`src/core/nim_io_consts.svh`:
```
// Register offsets, field positions and reset values of the NIM I/O block.
`ifndef NIM_IO_CONSTS_SVH
`define NIM_IO_CONSTS_SVH
`define NIM_OFS_CTRL 8'h00
`define NIM_OFS_CMD 8'h04
`define NIM_OFS_CNT1 8'h08
`define NIM_OFS_CNT2 8'h0C
`define NIM_OFS_PERIOD 8'h10
`define NIM_OFS_WIDTH 8'h14
`define NIM_OFS_DT1 8'h18
`define NIM_OFS_DT2 8'h1C
`define NIM_OFS_IRQ_STAT 8'h20
`define NIM_OFS_IRQ_MASK 8'h24
`define NIM_OFS_STATUS 8'h28
// Control register fields.
`define NIM_CTRL_C1_EN 0
`define NIM_CTRL_C1_RISE 1
`define NIM_CTRL_C1_RSTEN 2
`define NIM_CTRL_C2_EN 3
`define NIM_CTRL_C2_RISE 4
`define NIM_CTRL_C2_RSTEN 5
`define NIM_CTRL_PG_EN 6
`define NIM_CTRL_PG_POL 7
// Command register fields, each a one-cycle action.
`define NIM_CMD_CLR1 0
`define NIM_CMD_CLR2 1
`define NIM_CMD_REARM1 2
`define NIM_CMD_REARM2 3
`define NIM_CMD_STORE 4
// Interrupt status and mask fields.
`define NIM_IRQ_TRIG1 0
`define NIM_IRQ_TRIG2 1
`define NIM_IRQ_DTC1 2
`define NIM_IRQ_DTC2 3
`define NIM_IRQ_DEFBTN 4
`define NIM_IRQ_W 5
// Reset values of the active and stored default configuration.
`define NIM_RST_CTRL 8'h00
`define NIM_RST_PERIOD 32'h00000000
`define NIM_RST_WIDTH 32'h00000000
`endif

```
`src/core/nim_io_pkg.sv`:
```
// Types shared by the NIM I/O block.
package nim_io_pkg;
   // One complete I/O configuration, active or stored as default.
   typedef struct packed {
      logic [7:0] ctrl;
      logic [31:0] period;
      logic [31:0] width;
   } cfg_s;
   // Front-panel pins after synchronisation.
   typedef struct packed {
      logic [3:0] nim_in;
      logic [1:0] combo;
      logic default_btn;
      logic reset_btn;
      logic reset_sw;
   } pins_s;
endpackage

```
`src/core/nim_io.sv`:
```
// Front-panel NIM I/O logic: event counters, pulse generator, coincidence inputs, defaults.
// Function
// RL1: Two event counters on inputs 1 and 3, each enabled independently.
// RL2: Each counter selects counting falling or rising transitions of its input.
// RL3: Input 2 clears counter 1 when its reset enable is set.
// RL4: Input 4 clears counter 2 when its reset enable is set.
// RL5: A software command clears each counter independently of the hardware inputs.
// RL6: Output 1 is a pulse generator with programmable period, width and polarity.
// RL7: Written period is rounded to nearest resolution step; stored value shows it.
// RL8: Each coincidence input has its own software reset that re-arms it.
// RL9: Each coincidence input's dead time count stays readable until it is reset.
// RL10: Default button reloads the stored default configuration into active settings.
// RL11: Defaults are stored only when the dedicated store command is written.
// RL12: Hardware reset comes from the reset button or an external switch.
// RL13: Pending mask: bit0 trigger1, bit1 trigger2, bit2 dead time1, bit3 dead time2.
// RL14: Each default button press raises its own interrupt event.
// RL15: Pins are synchronised before edge detection; each edge counts exactly one.
// RL16: Event counters wrap to zero after the maximum and keep counting.
`timescale 1ns/10ps
`include "nim_io_consts.svh"
module nim_io #(
   parameter int CNT_W = 32,
   parameter int DT_W = 32,
   parameter int PG_RES_SHIFT = 3
) (
   // Clock and reset.
   input wire logic ref_clk,
   input wire logic rst,
   // Register port.
   input wire logic [7:0] addr,
   input wire logic [31:0] wr_data,
   input wire logic wr_en,
   input wire logic rd_en,
   output logic [31:0] rd_data,
   // Front-panel pins, asynchronous to ref_clk.
   input wire logic [3:0] nim_in,
   input wire logic [1:0] combo_in,
   input wire logic default_btn,
   input wire logic reset_btn,
   input wire logic reset_sw,
   // Outputs.
   output logic nim_out1,
   output logic irq,
   output logic hw_reset
);

   // Widths the read path and the rounding logic can serve; others stop elaboration.
   if (CNT_W < 1 || CNT_W > 32 || DT_W < 1 || DT_W > 32 ||
       PG_RES_SHIFT < 1 || PG_RES_SHIFT > 16) begin : g_param_check
      $error("nim_io: unsupported parameter value");
   end

   // Pin count, and the step mask and half step of the period resolution.
   localparam int PIN_W = 9;
   localparam logic [31:0] RES_MASK = 32'((64'h1 << PG_RES_SHIFT) - 64'h1);
   localparam logic [32:0] RES_HALF = 33'(64'h1 << (PG_RES_SHIFT - 1));

   // Picks the qualifying transition of a synchronised level.
   function automatic logic edge_hit(input logic prev, input logic cur, input logic rise);
      edge_hit = rise ? (cur & ~prev) : (prev & ~cur);
   endfunction

   // Synchroniser stages and the decoded pin views.
   logic [PIN_W-1:0] pin_raw;
   logic [PIN_W-1:0] meta_reg;
   logic [PIN_W-1:0] sync_reg;
   logic [PIN_W-1:0] prev_reg;
   nim_io_pkg::pins_s pins;
   nim_io_pkg::pins_s pins_prev;
   // Active and stored default configuration.
   nim_io_pkg::cfg_s cfg_reg;
   nim_io_pkg::cfg_s def_reg;
   // Counters, coincidence state and interrupt state.
   logic [CNT_W-1:0] cnt1_reg;
   logic [CNT_W-1:0] cnt2_reg;
   logic [31:0] pg_cnt_reg;
   logic [1:0] armed_reg;
   logic [DT_W-1:0] dt_reg [2];
   logic [`NIM_IRQ_W-1:0] irq_stat_reg;
   logic [`NIM_IRQ_W-1:0] irq_mask_reg;
   logic [`NIM_IRQ_W-1:0] irq_set;
   logic [1:0] trig_hit;
   logic [1:0] dt_full;
   // Decoded strobes, the period rounding path and the generator gate.
   logic wr_cmd;
   logic defbtn_hit;
   logic [32:0] period_sum;
   logic [31:0] period_round;
   logic pg_active;

   // Pin bundle, command strobe and default button edge.
   assign pin_raw = {nim_in, combo_in, default_btn, reset_btn, reset_sw};
   assign pins = nim_io_pkg::pins_s'(sync_reg);
   assign pins_prev = nim_io_pkg::pins_s'(prev_reg);
   assign wr_cmd = wr_en && (addr == `NIM_OFS_CMD);
   assign defbtn_hit = pins.default_btn & ~pins_prev.default_btn;

   // Two-stage synchroniser per pin; only the second stage and its delayed copy feed logic.
   // All stages reset to the idle low level, so no false edge follows reset.
   genvar gi;
   generate
      for (gi = 0; gi < PIN_W; gi++) begin : g_sync
         always_ff @(posedge ref_clk or posedge rst) begin
            if (rst) begin
               meta_reg[gi] <= 1'b0;
               sync_reg[gi] <= 1'b0;
               prev_reg[gi] <= 1'b0;
            end else begin
               meta_reg[gi] <= pin_raw[gi]; // RL15
               sync_reg[gi] <= meta_reg[gi]; // RL15
               prev_reg[gi] <= sync_reg[gi];
            end
         end
      end
   endgenerate

   // Hardware reset request follows either the button or the external switch.
   // It is only a request: the board's supervisor acts on it, this block keeps running.
   always_ff @(posedge ref_clk or posedge rst) begin
      if (rst) begin
         hw_reset <= 1'b0;
      end else begin
         hw_reset <= pins.reset_btn | pins.reset_sw; // RL12
      end
   end

   // Period rounding to the nearest resolution step, saturating at the top step.
   // Saturation keeps a huge request from wrapping round to a tiny period.
   always_comb begin
      period_sum = {1'b0, wr_data} + RES_HALF;
      if (period_sum[32]) begin
         period_round = ~RES_MASK;
      end else begin
         period_round = period_sum[31:0] & ~RES_MASK; // RL7
      end
   end

   // Active configuration: software writes, or a button press recalls the defaults.
   // The button wins over a write in the same cycle, since it is the operator's action.
   always_ff @(posedge ref_clk or posedge rst) begin
      if (rst) begin
         cfg_reg.ctrl <= `NIM_RST_CTRL;
         cfg_reg.period <= `NIM_RST_PERIOD;
         cfg_reg.width <= `NIM_RST_WIDTH;
      end else if (defbtn_hit) begin
         cfg_reg <= def_reg; // RL10
      end else if (wr_en) begin
         if (addr == `NIM_OFS_CTRL) begin
            cfg_reg.ctrl <= wr_data[7:0];
         end
         if (addr == `NIM_OFS_PERIOD) begin
            cfg_reg.period <= period_round; // RL7
         end
         if (addr == `NIM_OFS_WIDTH) begin
            cfg_reg.width <= wr_data;
         end
      end
   end

   // Stored defaults change only on the store command.
   always_ff @(posedge ref_clk or posedge rst) begin
      if (rst) begin
         def_reg.ctrl <= `NIM_RST_CTRL;
         def_reg.period <= `NIM_RST_PERIOD;
         def_reg.width <= `NIM_RST_WIDTH;
      end else if (wr_cmd && wr_data[`NIM_CMD_STORE]) begin
         def_reg <= cfg_reg; // RL11
      end
   end

   // Event counter on input 1; a held clear level overrides counting.
   // The pin clear is a synchronised level, so input 2 must stay high for one full clock
   // period to be seen; in exchange no flop has a reset driven from a pin.
   always_ff @(posedge ref_clk or posedge rst) begin
      if (rst) begin
         cnt1_reg <= '0;
      end else if (wr_cmd && wr_data[`NIM_CMD_CLR1]) begin
         cnt1_reg <= '0; // RL5
      end else if (cfg_reg.ctrl[`NIM_CTRL_C1_RSTEN] && pins.nim_in[1]) begin
         cnt1_reg <= '0; // RL3
      end else if (cfg_reg.ctrl[`NIM_CTRL_C1_EN] &&
                   edge_hit(pins_prev.nim_in[0], pins.nim_in[0],
                            cfg_reg.ctrl[`NIM_CTRL_C1_RISE])) begin // RL1 RL2
         cnt1_reg <= cnt1_reg + 1'b1; // RL16
      end
   end

   // Event counter on input 3, cleared by input 4.
   // Priorities as for counter 1: software clear, then pin clear, then counting.
   always_ff @(posedge ref_clk or posedge rst) begin
      if (rst) begin
         cnt2_reg <= '0;
      end else if (wr_cmd && wr_data[`NIM_CMD_CLR2]) begin
         cnt2_reg <= '0; // RL5
      end else if (cfg_reg.ctrl[`NIM_CTRL_C2_RSTEN] && pins.nim_in[3]) begin
         cnt2_reg <= '0; // RL4
      end else if (cfg_reg.ctrl[`NIM_CTRL_C2_EN] &&
                   edge_hit(pins_prev.nim_in[2], pins.nim_in[2],
                            cfg_reg.ctrl[`NIM_CTRL_C2_RISE])) begin // RL1 RL2
         cnt2_reg <= cnt2_reg + 1'b1; // RL16
      end
   end

   // Pulse generator; a zero period keeps output 1 at its idle level.
   // The phase counter is held at zero while the generator is off, so the first
   // pulse after enabling starts at a known phase.
   assign pg_active = cfg_reg.ctrl[`NIM_CTRL_PG_EN] && (cfg_reg.period != 32'h00000000);
   always_ff @(posedge ref_clk or posedge rst) begin
      if (rst) begin
         pg_cnt_reg <= 32'h00000000;
         nim_out1 <= 1'b0;
      end else if (!pg_active) begin
         pg_cnt_reg <= 32'h00000000;
         nim_out1 <= cfg_reg.ctrl[`NIM_CTRL_PG_POL];
      end else begin
         pg_cnt_reg <= (pg_cnt_reg >= cfg_reg.period - 32'h00000001) ? 32'h00000000 :
                       pg_cnt_reg + 32'h00000001; // RL6
         nim_out1 <= (pg_cnt_reg < cfg_reg.width) ^ cfg_reg.ctrl[`NIM_CTRL_PG_POL]; // RL6
      end
   end

   // Coincidence inputs: a rising edge while armed fires, then the dead time counter runs.
   // The dead time count saturates rather than wraps, so a late read never shows a
   // small value that looks like a short dead time.
   generate
      for (gi = 0; gi < 2; gi++) begin : g_combo
         assign trig_hit[gi] = armed_reg[gi] && pins.combo[gi] && !pins_prev.combo[gi];
         assign dt_full[gi] = !armed_reg[gi] && (dt_reg[gi] == {DT_W{1'b1}} - 1'b1);
         always_ff @(posedge ref_clk or posedge rst) begin
            if (rst) begin
               armed_reg[gi] <= 1'b1;
               dt_reg[gi] <= '0;
            end else if (wr_cmd && wr_data[`NIM_CMD_REARM1 + gi]) begin
               armed_reg[gi] <= 1'b1; // RL8
               dt_reg[gi] <= '0;
            end else if (trig_hit[gi]) begin
               armed_reg[gi] <= 1'b0;
            end else if (!armed_reg[gi] && dt_reg[gi] != {DT_W{1'b1}}) begin
               dt_reg[gi] <= dt_reg[gi] + 1'b1; // RL9
            end
         end
      end
   endgenerate

   // Interrupt events in the pending-mask layout.
   assign irq_set = {defbtn_hit, dt_full, trig_hit}; // RL13 RL14

   // Sticky status, write one to clear; a new event in the clearing cycle survives.
   // Masked events still latch, so software can poll the status with the output off.
   always_ff @(posedge ref_clk or posedge rst) begin
      if (rst) begin
         irq_stat_reg <= '0;
      end else if (wr_en && addr == `NIM_OFS_IRQ_STAT) begin
         irq_stat_reg <= (irq_stat_reg & ~wr_data[`NIM_IRQ_W-1:0]) | irq_set;
      end else begin
         irq_stat_reg <= irq_stat_reg | irq_set;
      end
   end

   // Interrupt mask, one enables the matching status bit.
   always_ff @(posedge ref_clk or posedge rst) begin
      if (rst) begin
         irq_mask_reg <= '0;
      end else if (wr_en && addr == `NIM_OFS_IRQ_MASK) begin
         irq_mask_reg <= wr_data[`NIM_IRQ_W-1:0];
      end
   end

   // Level interrupt output, one cycle behind the status.
   // The extra cycle keeps the output straight from a flip-flop.
   always_ff @(posedge ref_clk or posedge rst) begin
      if (rst) begin
         irq <= 1'b0;
      end else begin
         irq <= |(irq_stat_reg & irq_mask_reg);
      end
   end

   // Read data stand only in the cycle after the read strobe; unmapped reads give zero.
   always_ff @(posedge ref_clk or posedge rst) begin
      if (rst) begin
         rd_data <= 32'h00000000;
      end else if (!rd_en) begin
         rd_data <= 32'h00000000;
      end else begin
         unique case (addr)
            `NIM_OFS_CTRL: rd_data <= {24'h000000, cfg_reg.ctrl};
            `NIM_OFS_CNT1: rd_data <= 32'(cnt1_reg);
            `NIM_OFS_CNT2: rd_data <= 32'(cnt2_reg);
            `NIM_OFS_PERIOD: rd_data <= cfg_reg.period;
            `NIM_OFS_WIDTH: rd_data <= cfg_reg.width;
            `NIM_OFS_DT1: rd_data <= 32'(dt_reg[0]); // RL9
            `NIM_OFS_DT2: rd_data <= 32'(dt_reg[1]); // RL9
            `NIM_OFS_IRQ_STAT: rd_data <= 32'(irq_stat_reg); // RL13
            `NIM_OFS_IRQ_MASK: rd_data <= 32'(irq_mask_reg);
            `NIM_OFS_STATUS: rd_data <= {30'h0, armed_reg};
            default: rd_data <= 32'h00000000;
         endcase
      end
   end

endmodule // nim_io

```
`config.mk`:
```
export PLATFORM = sky130hd
export DESIGN_NAME = nim_io
export DESIGN_NICKNAME = d
export VERILOG_FILES = /design/src/core/nim_io_pkg.sv /design/src/core/nim_io.sv
export VERILOG_INCLUDE_DIRS = /design/src /design/src/core
export SDC_FILE = /design/constraint.sdc
export NUM_CORES = 1
export LEC_CHECK = 0
export ABC_AREA = 0
export BUFFER_PORTS_ARGS = -buffer_cell sky130_fd_sc_hd__buf_2
export CAP_MARGIN = 0
export CORE_MARGIN = 5
export CORE_UTILIZATION = 55
export DETAILED_ROUTE_END_ITERATION = 10
export HOLD_SLACK_MARGIN = 0.06
export PLACE_DENSITY = 0.8
export SYNTH_ARGS = -nofsm -noshare
export SYNTH_HDL_FRONTEND = slang
export SYNTH_SLANG_ARGS = --single-unit
export TNS_END_PERCENT = 1
```
`constraint.sdc`:
```
create_clock -name ref_clk -period 11.7 [get_ports ref_clk]
set_clock_uncertainty 0.1 [all_clocks]
set_input_delay 1.17 -clock ref_clk [delete_from_list [all_inputs] [get_ports ref_clk]]
set_output_delay 1.17 -clock ref_clk [all_outputs]
set_load 0.01 [all_outputs]
```
==> flow_summary.toml, run 1 <==
[die]
die-height_microns = 200
initial_utilization_pct = 55.8
die_w_microns = 200
die_area_sq_um = 40000
num_io_pins = 88
floorplan.rows = 69
floorplan_core_area_sq_um = 35600

[global_route]
via_count_of_the_first_global_routing_pass = 16200
globalRouteOverflowTotal = 0
grt_pass1_wl_mm = 90.5
grt_start_max_net_pins = 114
track_usage_pct = 28.9
number_of_antenna_violations_at_the_first_check_in_global_routing = 0

[finish]
finalNetCount = 2245
fraction_of_layout_instances_using_a_drive_strength_above_1_pct = 11.5
fin_util_pct = 61.7
diodes = 0
area_delta_synth_final_pct = 10.6
fillerInstances = 2893

[synth]
synth-main-ff-cell = "dfrtp_1"
syn-mean-instance-area_sq_um = 9.62
netlist-cell-type-count = 75
synth_edf_count = 0
net_count_after_synthesis = 2189
async_reset_ff_share_pct = 100
ys_seq_elements = 374
syn-instance-count = 2063
synth_largest_type_area_fraction_pct = 46.9
post_synth_main_area_contributors = "dfrtp_1 (47%), ha_1 (4.6%), nand2_1 (4.6%)"
post_synthesis_instance_area_sq_um = 19800
synth_seq_area_share_pct = 47.2
synth_warnings = 0
post-synth-top-area-cell = "dfrtp_1"

[sta]
rsz0062_at_grt = "no"
highest_clock_frequency_the_design_can_meet_ghz = 0.245
final_min_period_over_clock_period_pct = 35.0
final-max-slew-violation-count = 0
timing.final.setup_violations = 0
finalSetupTns_ns = 0
hold_viol = 0
slew-limit-headroom_pct = 14.6
timing_worst_slew_pin_value_ns = 1.27
minimum_period_implied_by_the_final_worst_setup_slack_ns = 4.09

[critical_path]
critical_path.slowest_cell = "or4_1"
worst-path-max-fanout = 32
critical_path.startpoint_type = "register"
worst_setup_path_end_kind = "register"
worst-endpoint-arrival_ns = 4.47
crit_path_class = "reg -> reg"
critical_path.top_delay_family = "simple AND/OR/NAND/NOR gates"
worst_path_buffer_plus_inverter_count = 0
cells_along_the_critical_path = "or4_1 -> nand4b_1 -> nor2_1 -> nand3_1 -> nor3_1 -> xnor2_1 -> ha_1 -> a21o_1 -> a21o_1 -> a221oi_1 -> o31ai_1 -> a211o_4 -> nor2_1"
timing.critical_path.required_ns = 12.08
critical-path-max-stage-delay_ns = 0.61

[flow_run]
max-cap-violations = 0

[clock_tree]
clock_tree_from_tritoncts = "yes"
number_of_buffers_inserted_for_hold_repair_after_clock_tree_synthesis = 0
clk_pin_slew_ns = 0.06
h-tree-depth = 2
clockRootBuffer = "clkbuf_16"
post_cts_resized = 0
clk-insertion-delay-late_ns = 0.56
numCtsBuffers = 40
clock_path_buffers = 3
post_cts_buffers = 0
numClockSinks = 374

[routing]
detailed_router_iteration_count_before_antenna_repair = 6
wl_per_cell_microns = 22.0
initial_detailed_routing_violation_count = 1651
drt_drc_violations_left = 0
vias_per_cell = 6.32
vias = 16500
ant_nets = 0
detail_route.wirelength_mm = 57.3

[place]
gp_congestion = 0.956
dp.final_hpwl_mm = 41.5
port_buffers = 87

[power_and_ir_drop]
clockPowerShare_pct = 39.6
leakagePower_uw = 0.00969
p_per_area_nw_per_um2 = 146
vdd_ir_drop_max_mv = 0.149
netSwitchingFraction_pct = 28.9
seq_power_share_pct = 48.9
internal_power_uw = 2270
p_sw_uw = 923
pwr-share-comb_pct = 11.5

[run_status]
outcome = "finished clean"

[worst_hold_path]
holdCritPathClass = "reg -> reg"
==> routing by layer <==
layer | part of all wire, % | track usage [%]
met5 | 0 | 0
met4 | 4.4 | 12.5
met3 | 8.9 | 5.04
met2 | 46 | 45.9
met1 | 40 | 39.5
==> layout by cell type, fill, tap and decap left out, types with 23 or more instances in the layout <==
| cell type | n |
|---|---|
| o21ai_0 | 128 |
| clkbuf_16 | 41 |
| and3_1 | 24 |
| mux2i_1 | 44 |
| a22o_1 | 26 |
| a22oi_1 | 56 |
| nor3_1 | 41 |
| ha_1 | 73 |
| nor4_1 | 23 |
| buf_2 | 87 |
| nand4_1 | 55 |
| a21oi_1 | 60 |
| o22ai_1 | 24 |
| nand3_1 | 78 |
| nand2_1 | 240 |
| inv_1 | 63 |
| xor2_1 | 95 |
| nor2_1 | 208 |
| mux2_2 | 43 |
| a31oi_1 | 34 |
| dfrtp_1 | 372 |
| xnor2_1 | 93 |
==> worst paths after layout <==
check                            start              to  slack, ns  cells after the start
setup / recovery           cfg_reg[43]  pg_cnt_reg[26]       7.61                     13
hold / removal             meta_reg[1]         pins[1]       0.25                      0
setup reg to reg           cfg_reg[43]  pg_cnt_reg[26]       7.61                     13
hold reg to reg            meta_reg[1]         pins[1]       0.25                      0
max in group asynchronous          rst     def_reg[27]       8.58                      4
min in group asynchronous          rst        hw_reset       0.61                      2
==> cell families (layout without fill, tap and decap cells) <==
| kind of cell | after synthesis | in the layout | synth area share, % |
|---|---|---|---|
| flops | 374 | 374 | 47.2 |
| compound gates | 403 | 403 | 13.0 |
| xor+xnor | 188 | 188 | 8.30 |
| simple gates | 781 | 781 | 19.1 |
| mux | 87 | 87 | 4.66 |
| buf+inv | 157 | 242 | 3.20 |
| fa+ha+maj | 73 | 73 | 4.60 |
==> stage by stage <==
step                setup WS [ns]  area, sq um  instances  hold slack, ns  total power (uW)
floorplan                  0.0460        19800       2063           0.231              1790
global placement             7.69        20700       2538           0.233              1910
detailed placement           7.54        20700       2538           0.236              1940
CTS                          7.63        21900       2609           0.249              3210
global route                 7.30        21900       2609           0.250              3330
finish                       7.61        21900       2609           0.246              3190
==> synthesized netlist by cell type, types with 26 or more instances <==
cell and instances:
a21oi_1 61, mux2i_1 44, o21ai_0 128, clkbuf_1 65, nor2_1 208, a22oi_1 56
dfrtp_1 372, nand3_1 78, a22o_1 26, nand2_1 241, xnor2_1 93, nor3_1 43
xor2_1 95, inv_1 64, ha_1 73, a31oi_1 34, nand4_1 55, mux2_2 43
==> area by class of cell <==
cell class,instances,area [sq um],share of cell area [%]
clock buffers,57,1160,5.27
multi-input cells,1532,9890,45.1
repair buffers,107,586,2.67
flip-flops and latches,374,9360,42.7
inverters,64,248,1.13
clock inverters,14,130,0.593
well taps,461,577,2.63
==> worst reg2reg max path: stages, from the launching register on <==
cell and delay (ns):
dfrtp_1 0.46, or4_1 0.61, nand4b_1 0.27, nor2_1 0.19
nand3_1 0.21, nor3_1 0.27, xnor2_1 0.15, ha_1 0.27
a21o_1 0.19, a21o_1 0.17, a221oi_1 0.30, o31ai_1 0.17
a211o_4 0.49, nor2_1 0.17
==> power by group through the flow <==
stage,Sequential (uW),Combinational (uW),Clock [uW]
floorplan,1510,281,0
global placement,1570,346,0
detailed placement,1570,361,0
CTS,1550,365,1290
global route,1570,413,1340
finish,1560,367,1270
Note: power is estimated with default switching activity, not from simulation.
==> run 2, diff against run 1 <==
clock period = 3.35 ns   (was 11.7 ns; I/O delays follow)
==> run 2 against run 1 <==
Compared with the run above:
- the run now ends with setup timing left
- sequential power grew to 3.4 times the previous value
- worst hold slack got worse by 0.17 ns
- wire length is 2.3% higher
- via count grew 2.9%
- combinational power grew to 4.1 times the previous value
- first-iteration DRC count rose by 1.8%
- largest cell class unchanged
==> flow_summary.toml, run 2 (synthesized netlist as in run 1, its figures left out) <==
[routing]
detailed_router_iteration_count_before_antenna_repair = 6
vias_per_cell = 6.24
vias = 17000
initial_detailed_routing_violation_count = 1681
drt_drc_violations_left = 0
detail_route.wirelength_mm = 58.6
wl_per_cell_microns = 21.6
ant_nets = 0

[place]
port_buffers = 87
placement.cell_area_sq_um = 21300
dp.final_hpwl_mm = 42.1
gp_congestion = 0.944
dpl_worst_slack_ns = -0.377

[critical_path]
reg2reg_from = "cfg_reg[43]"
crit_path_class = "reg -> reg"
worst-endpoint-arrival_ns = 4.02
reg2reg_setup_slack_ns = -0.29
reg2reg_to = "pg_cnt_reg[31]"
cp-startpoint = "cfg_reg[43]"
worst-r2r-cell-count = 13
critical_path.startpoint_type = "register"
worst-path-max-fanout = 8
timing.critical_path.required_ns = 3.74
worst_setup_path_end_kind = "register"
cp-endpoint = "pg_cnt_reg[31]"

[global_route]
via_count_of_the_first_global_routing_pass = 16800
grt_pass1_wl_mm = 93.1
number_of_antenna_violations_at_the_first_check_in_global_routing = 0
globalRouteOverflowTotal = 0
grt_start_max_net_pins = 108
track_usage_pct = 29.6

[sta]
timing_worst_slew_pin_value_ns = 1.17
rsz0062_at_grt = "yes"
final-max-slew-violation-count = 0
final_min_period_over_clock_period_pct = 109
slew-limit-headroom_pct = 22.2
minimum_period_implied_by_the_final_worst_setup_slack_ns = 3.64
layout_setup_ws_ns = -0.285
hold_viol = 0
timing.final.setup_violations = 32
highest_clock_frequency_the_design_can_meet_ghz = 0.275

[finish]
fraction_of_layout_instances_using_a_drive_strength_above_1_pct = 15.4
fillerInstances = 2760
layout.area.seq_sq_um = 9360
finalNetCount = 2355
commonest_non_fill_non_tap_cell_in_the_layout = "dfrtp_1"
fin_util_pct = 65.0
area_delta_synth_final_pct = 16.5
layout.cells.most_common_list = "dfrtp_1 (372), nand2_1 (240), nor2_1 (200)"
diodes = 0
multiInputGateArea_sq_um = 10100
final_design_area_no_fill_sq_um = 23100

[clock_tree]
numClockSinks = 374
h-tree-depth = 2
clock_path_buffers = 3
clock_tree_from_tritoncts = "yes"
numCtsBuffers = 41
clk_pin_slew_ns = 0.06
clockRootBuffer = "clkbuf_16"
clk-insertion-delay-late_ns = 0.56

[die]
die_area_sq_um = 40000
initial_utilization_pct = 55.8
die_w_microns = 200
floorplan.rows = 69
floorplan_core_area_sq_um = 35600
die-height_microns = 200
num_io_pins = 88

[worst_hold_path]
holdCritPathClass = "in -> reg"

[power_and_ir_drop]
fin_total_pwr_uw = 11500
p_per_area_nw_per_um2 = 496
vdd_ir_drop_max_mv = 0.773
leakagePower_uw = 0.0103

[run_status]
violations = "setup timing"
outcome = "complete, but fails checks"

[flow_run]
max-cap-violations = 0
run 2: changes by cell type in the layout (fill, tap and decap cells not counted), sizes merged:
cell / change
buf: +78
clkinvlp: +1
dlygate4sd3: +28
bufinv: +1
inv: -2
clkbuf: +1
a211o: +3
run 2: critical path: stages (launching register included):
cell and delay [ns]:
dfrtp_1 0.38, or4_4 0.54, nand4b_1 0.23, nor2_2 0.19
nand3_2 0.14, nor3_4 0.14, xnor2_1 0.14, ha_1 0.27
a21o_1 0.19, a21o_1 0.21, a221oi_4 0.32, o31ai_4 0.17
a211o_4 0.42, nor2_2 0.14
run 2: worst min path at each step:
stage | from | to | slack, ns | cells past startpoint
final | wr_data[26] | cfg_reg[26] | 0.08 | 3
after global routing | wr_data[19] | cfg_reg[19] | 0.11 | 3
after CTS | wr_data[22] | cfg_reg[22] | 0.06 | 3
after detailed placement | meta_reg[0] | pins[0] | 0.23 | 0
after global placement | meta_reg[3] | pins[3] | 0.23 | 0
after floorplan | meta_reg[0] | pins[0] | 0.23 | 0
run 2: routing by layer:
layer  share of wire [%]  up-vias  wire length, microns  global-route usage (%)
met5                   0        -                     0                       0
met2                  47      821                 27500                    47.8
met4                 4.6        0                  2690                    12.3
li1                    -     7688                     -                       -
met1                  39     8281                 22900                    39.3
met3                 9.4      190                  5510                    6.23
run 2: metrics by stage:
| step | TNS (ns) | hold WS (ns) | instances |
|---|---|---|---|
| floorplan | -791.04 | 0.231 | 2063 |
| global placement | -9.38 | 0.233 | 2614 |
| detailed placement | -11.34 | 0.235 | 2614 |
| CTS | -5.84 | 0.0609 | 2718 |
| global route | -12.16 | 0.113 | 2719 |
| finish | -7.37 | 0.0811 | 2719 |
run 2: what timing repair did:
action,CTS,global route
pin swaps,20,4
hold buffers,28,0
buffers inserted,1,1
gates cloned,3,0
hold endpoints to repair,57,0
endpoints found under the setup margin,32,32
gates resized for setup,24,6
run 2: final cells by class:
| type | instances | area share (%) |
|---|---|---|
| clock buffers | 58 | 5.16 |
| clock inverters | 14 | 0.671 |
| inverters | 64 | 1.06 |
| multi-input cells | 1535 | 43.6 |
| flip-flops and latches | 374 | 40.5 |
| well taps | 461 | 2.50 |
| repair buffers | 213 | 6.55 |
run 2: report_power, final:
group	total [uW]	internal [uW]	switching, uW
Combinational	1510	624	884
Clock	4580	2710	1870
Sequential	5380	4870	511
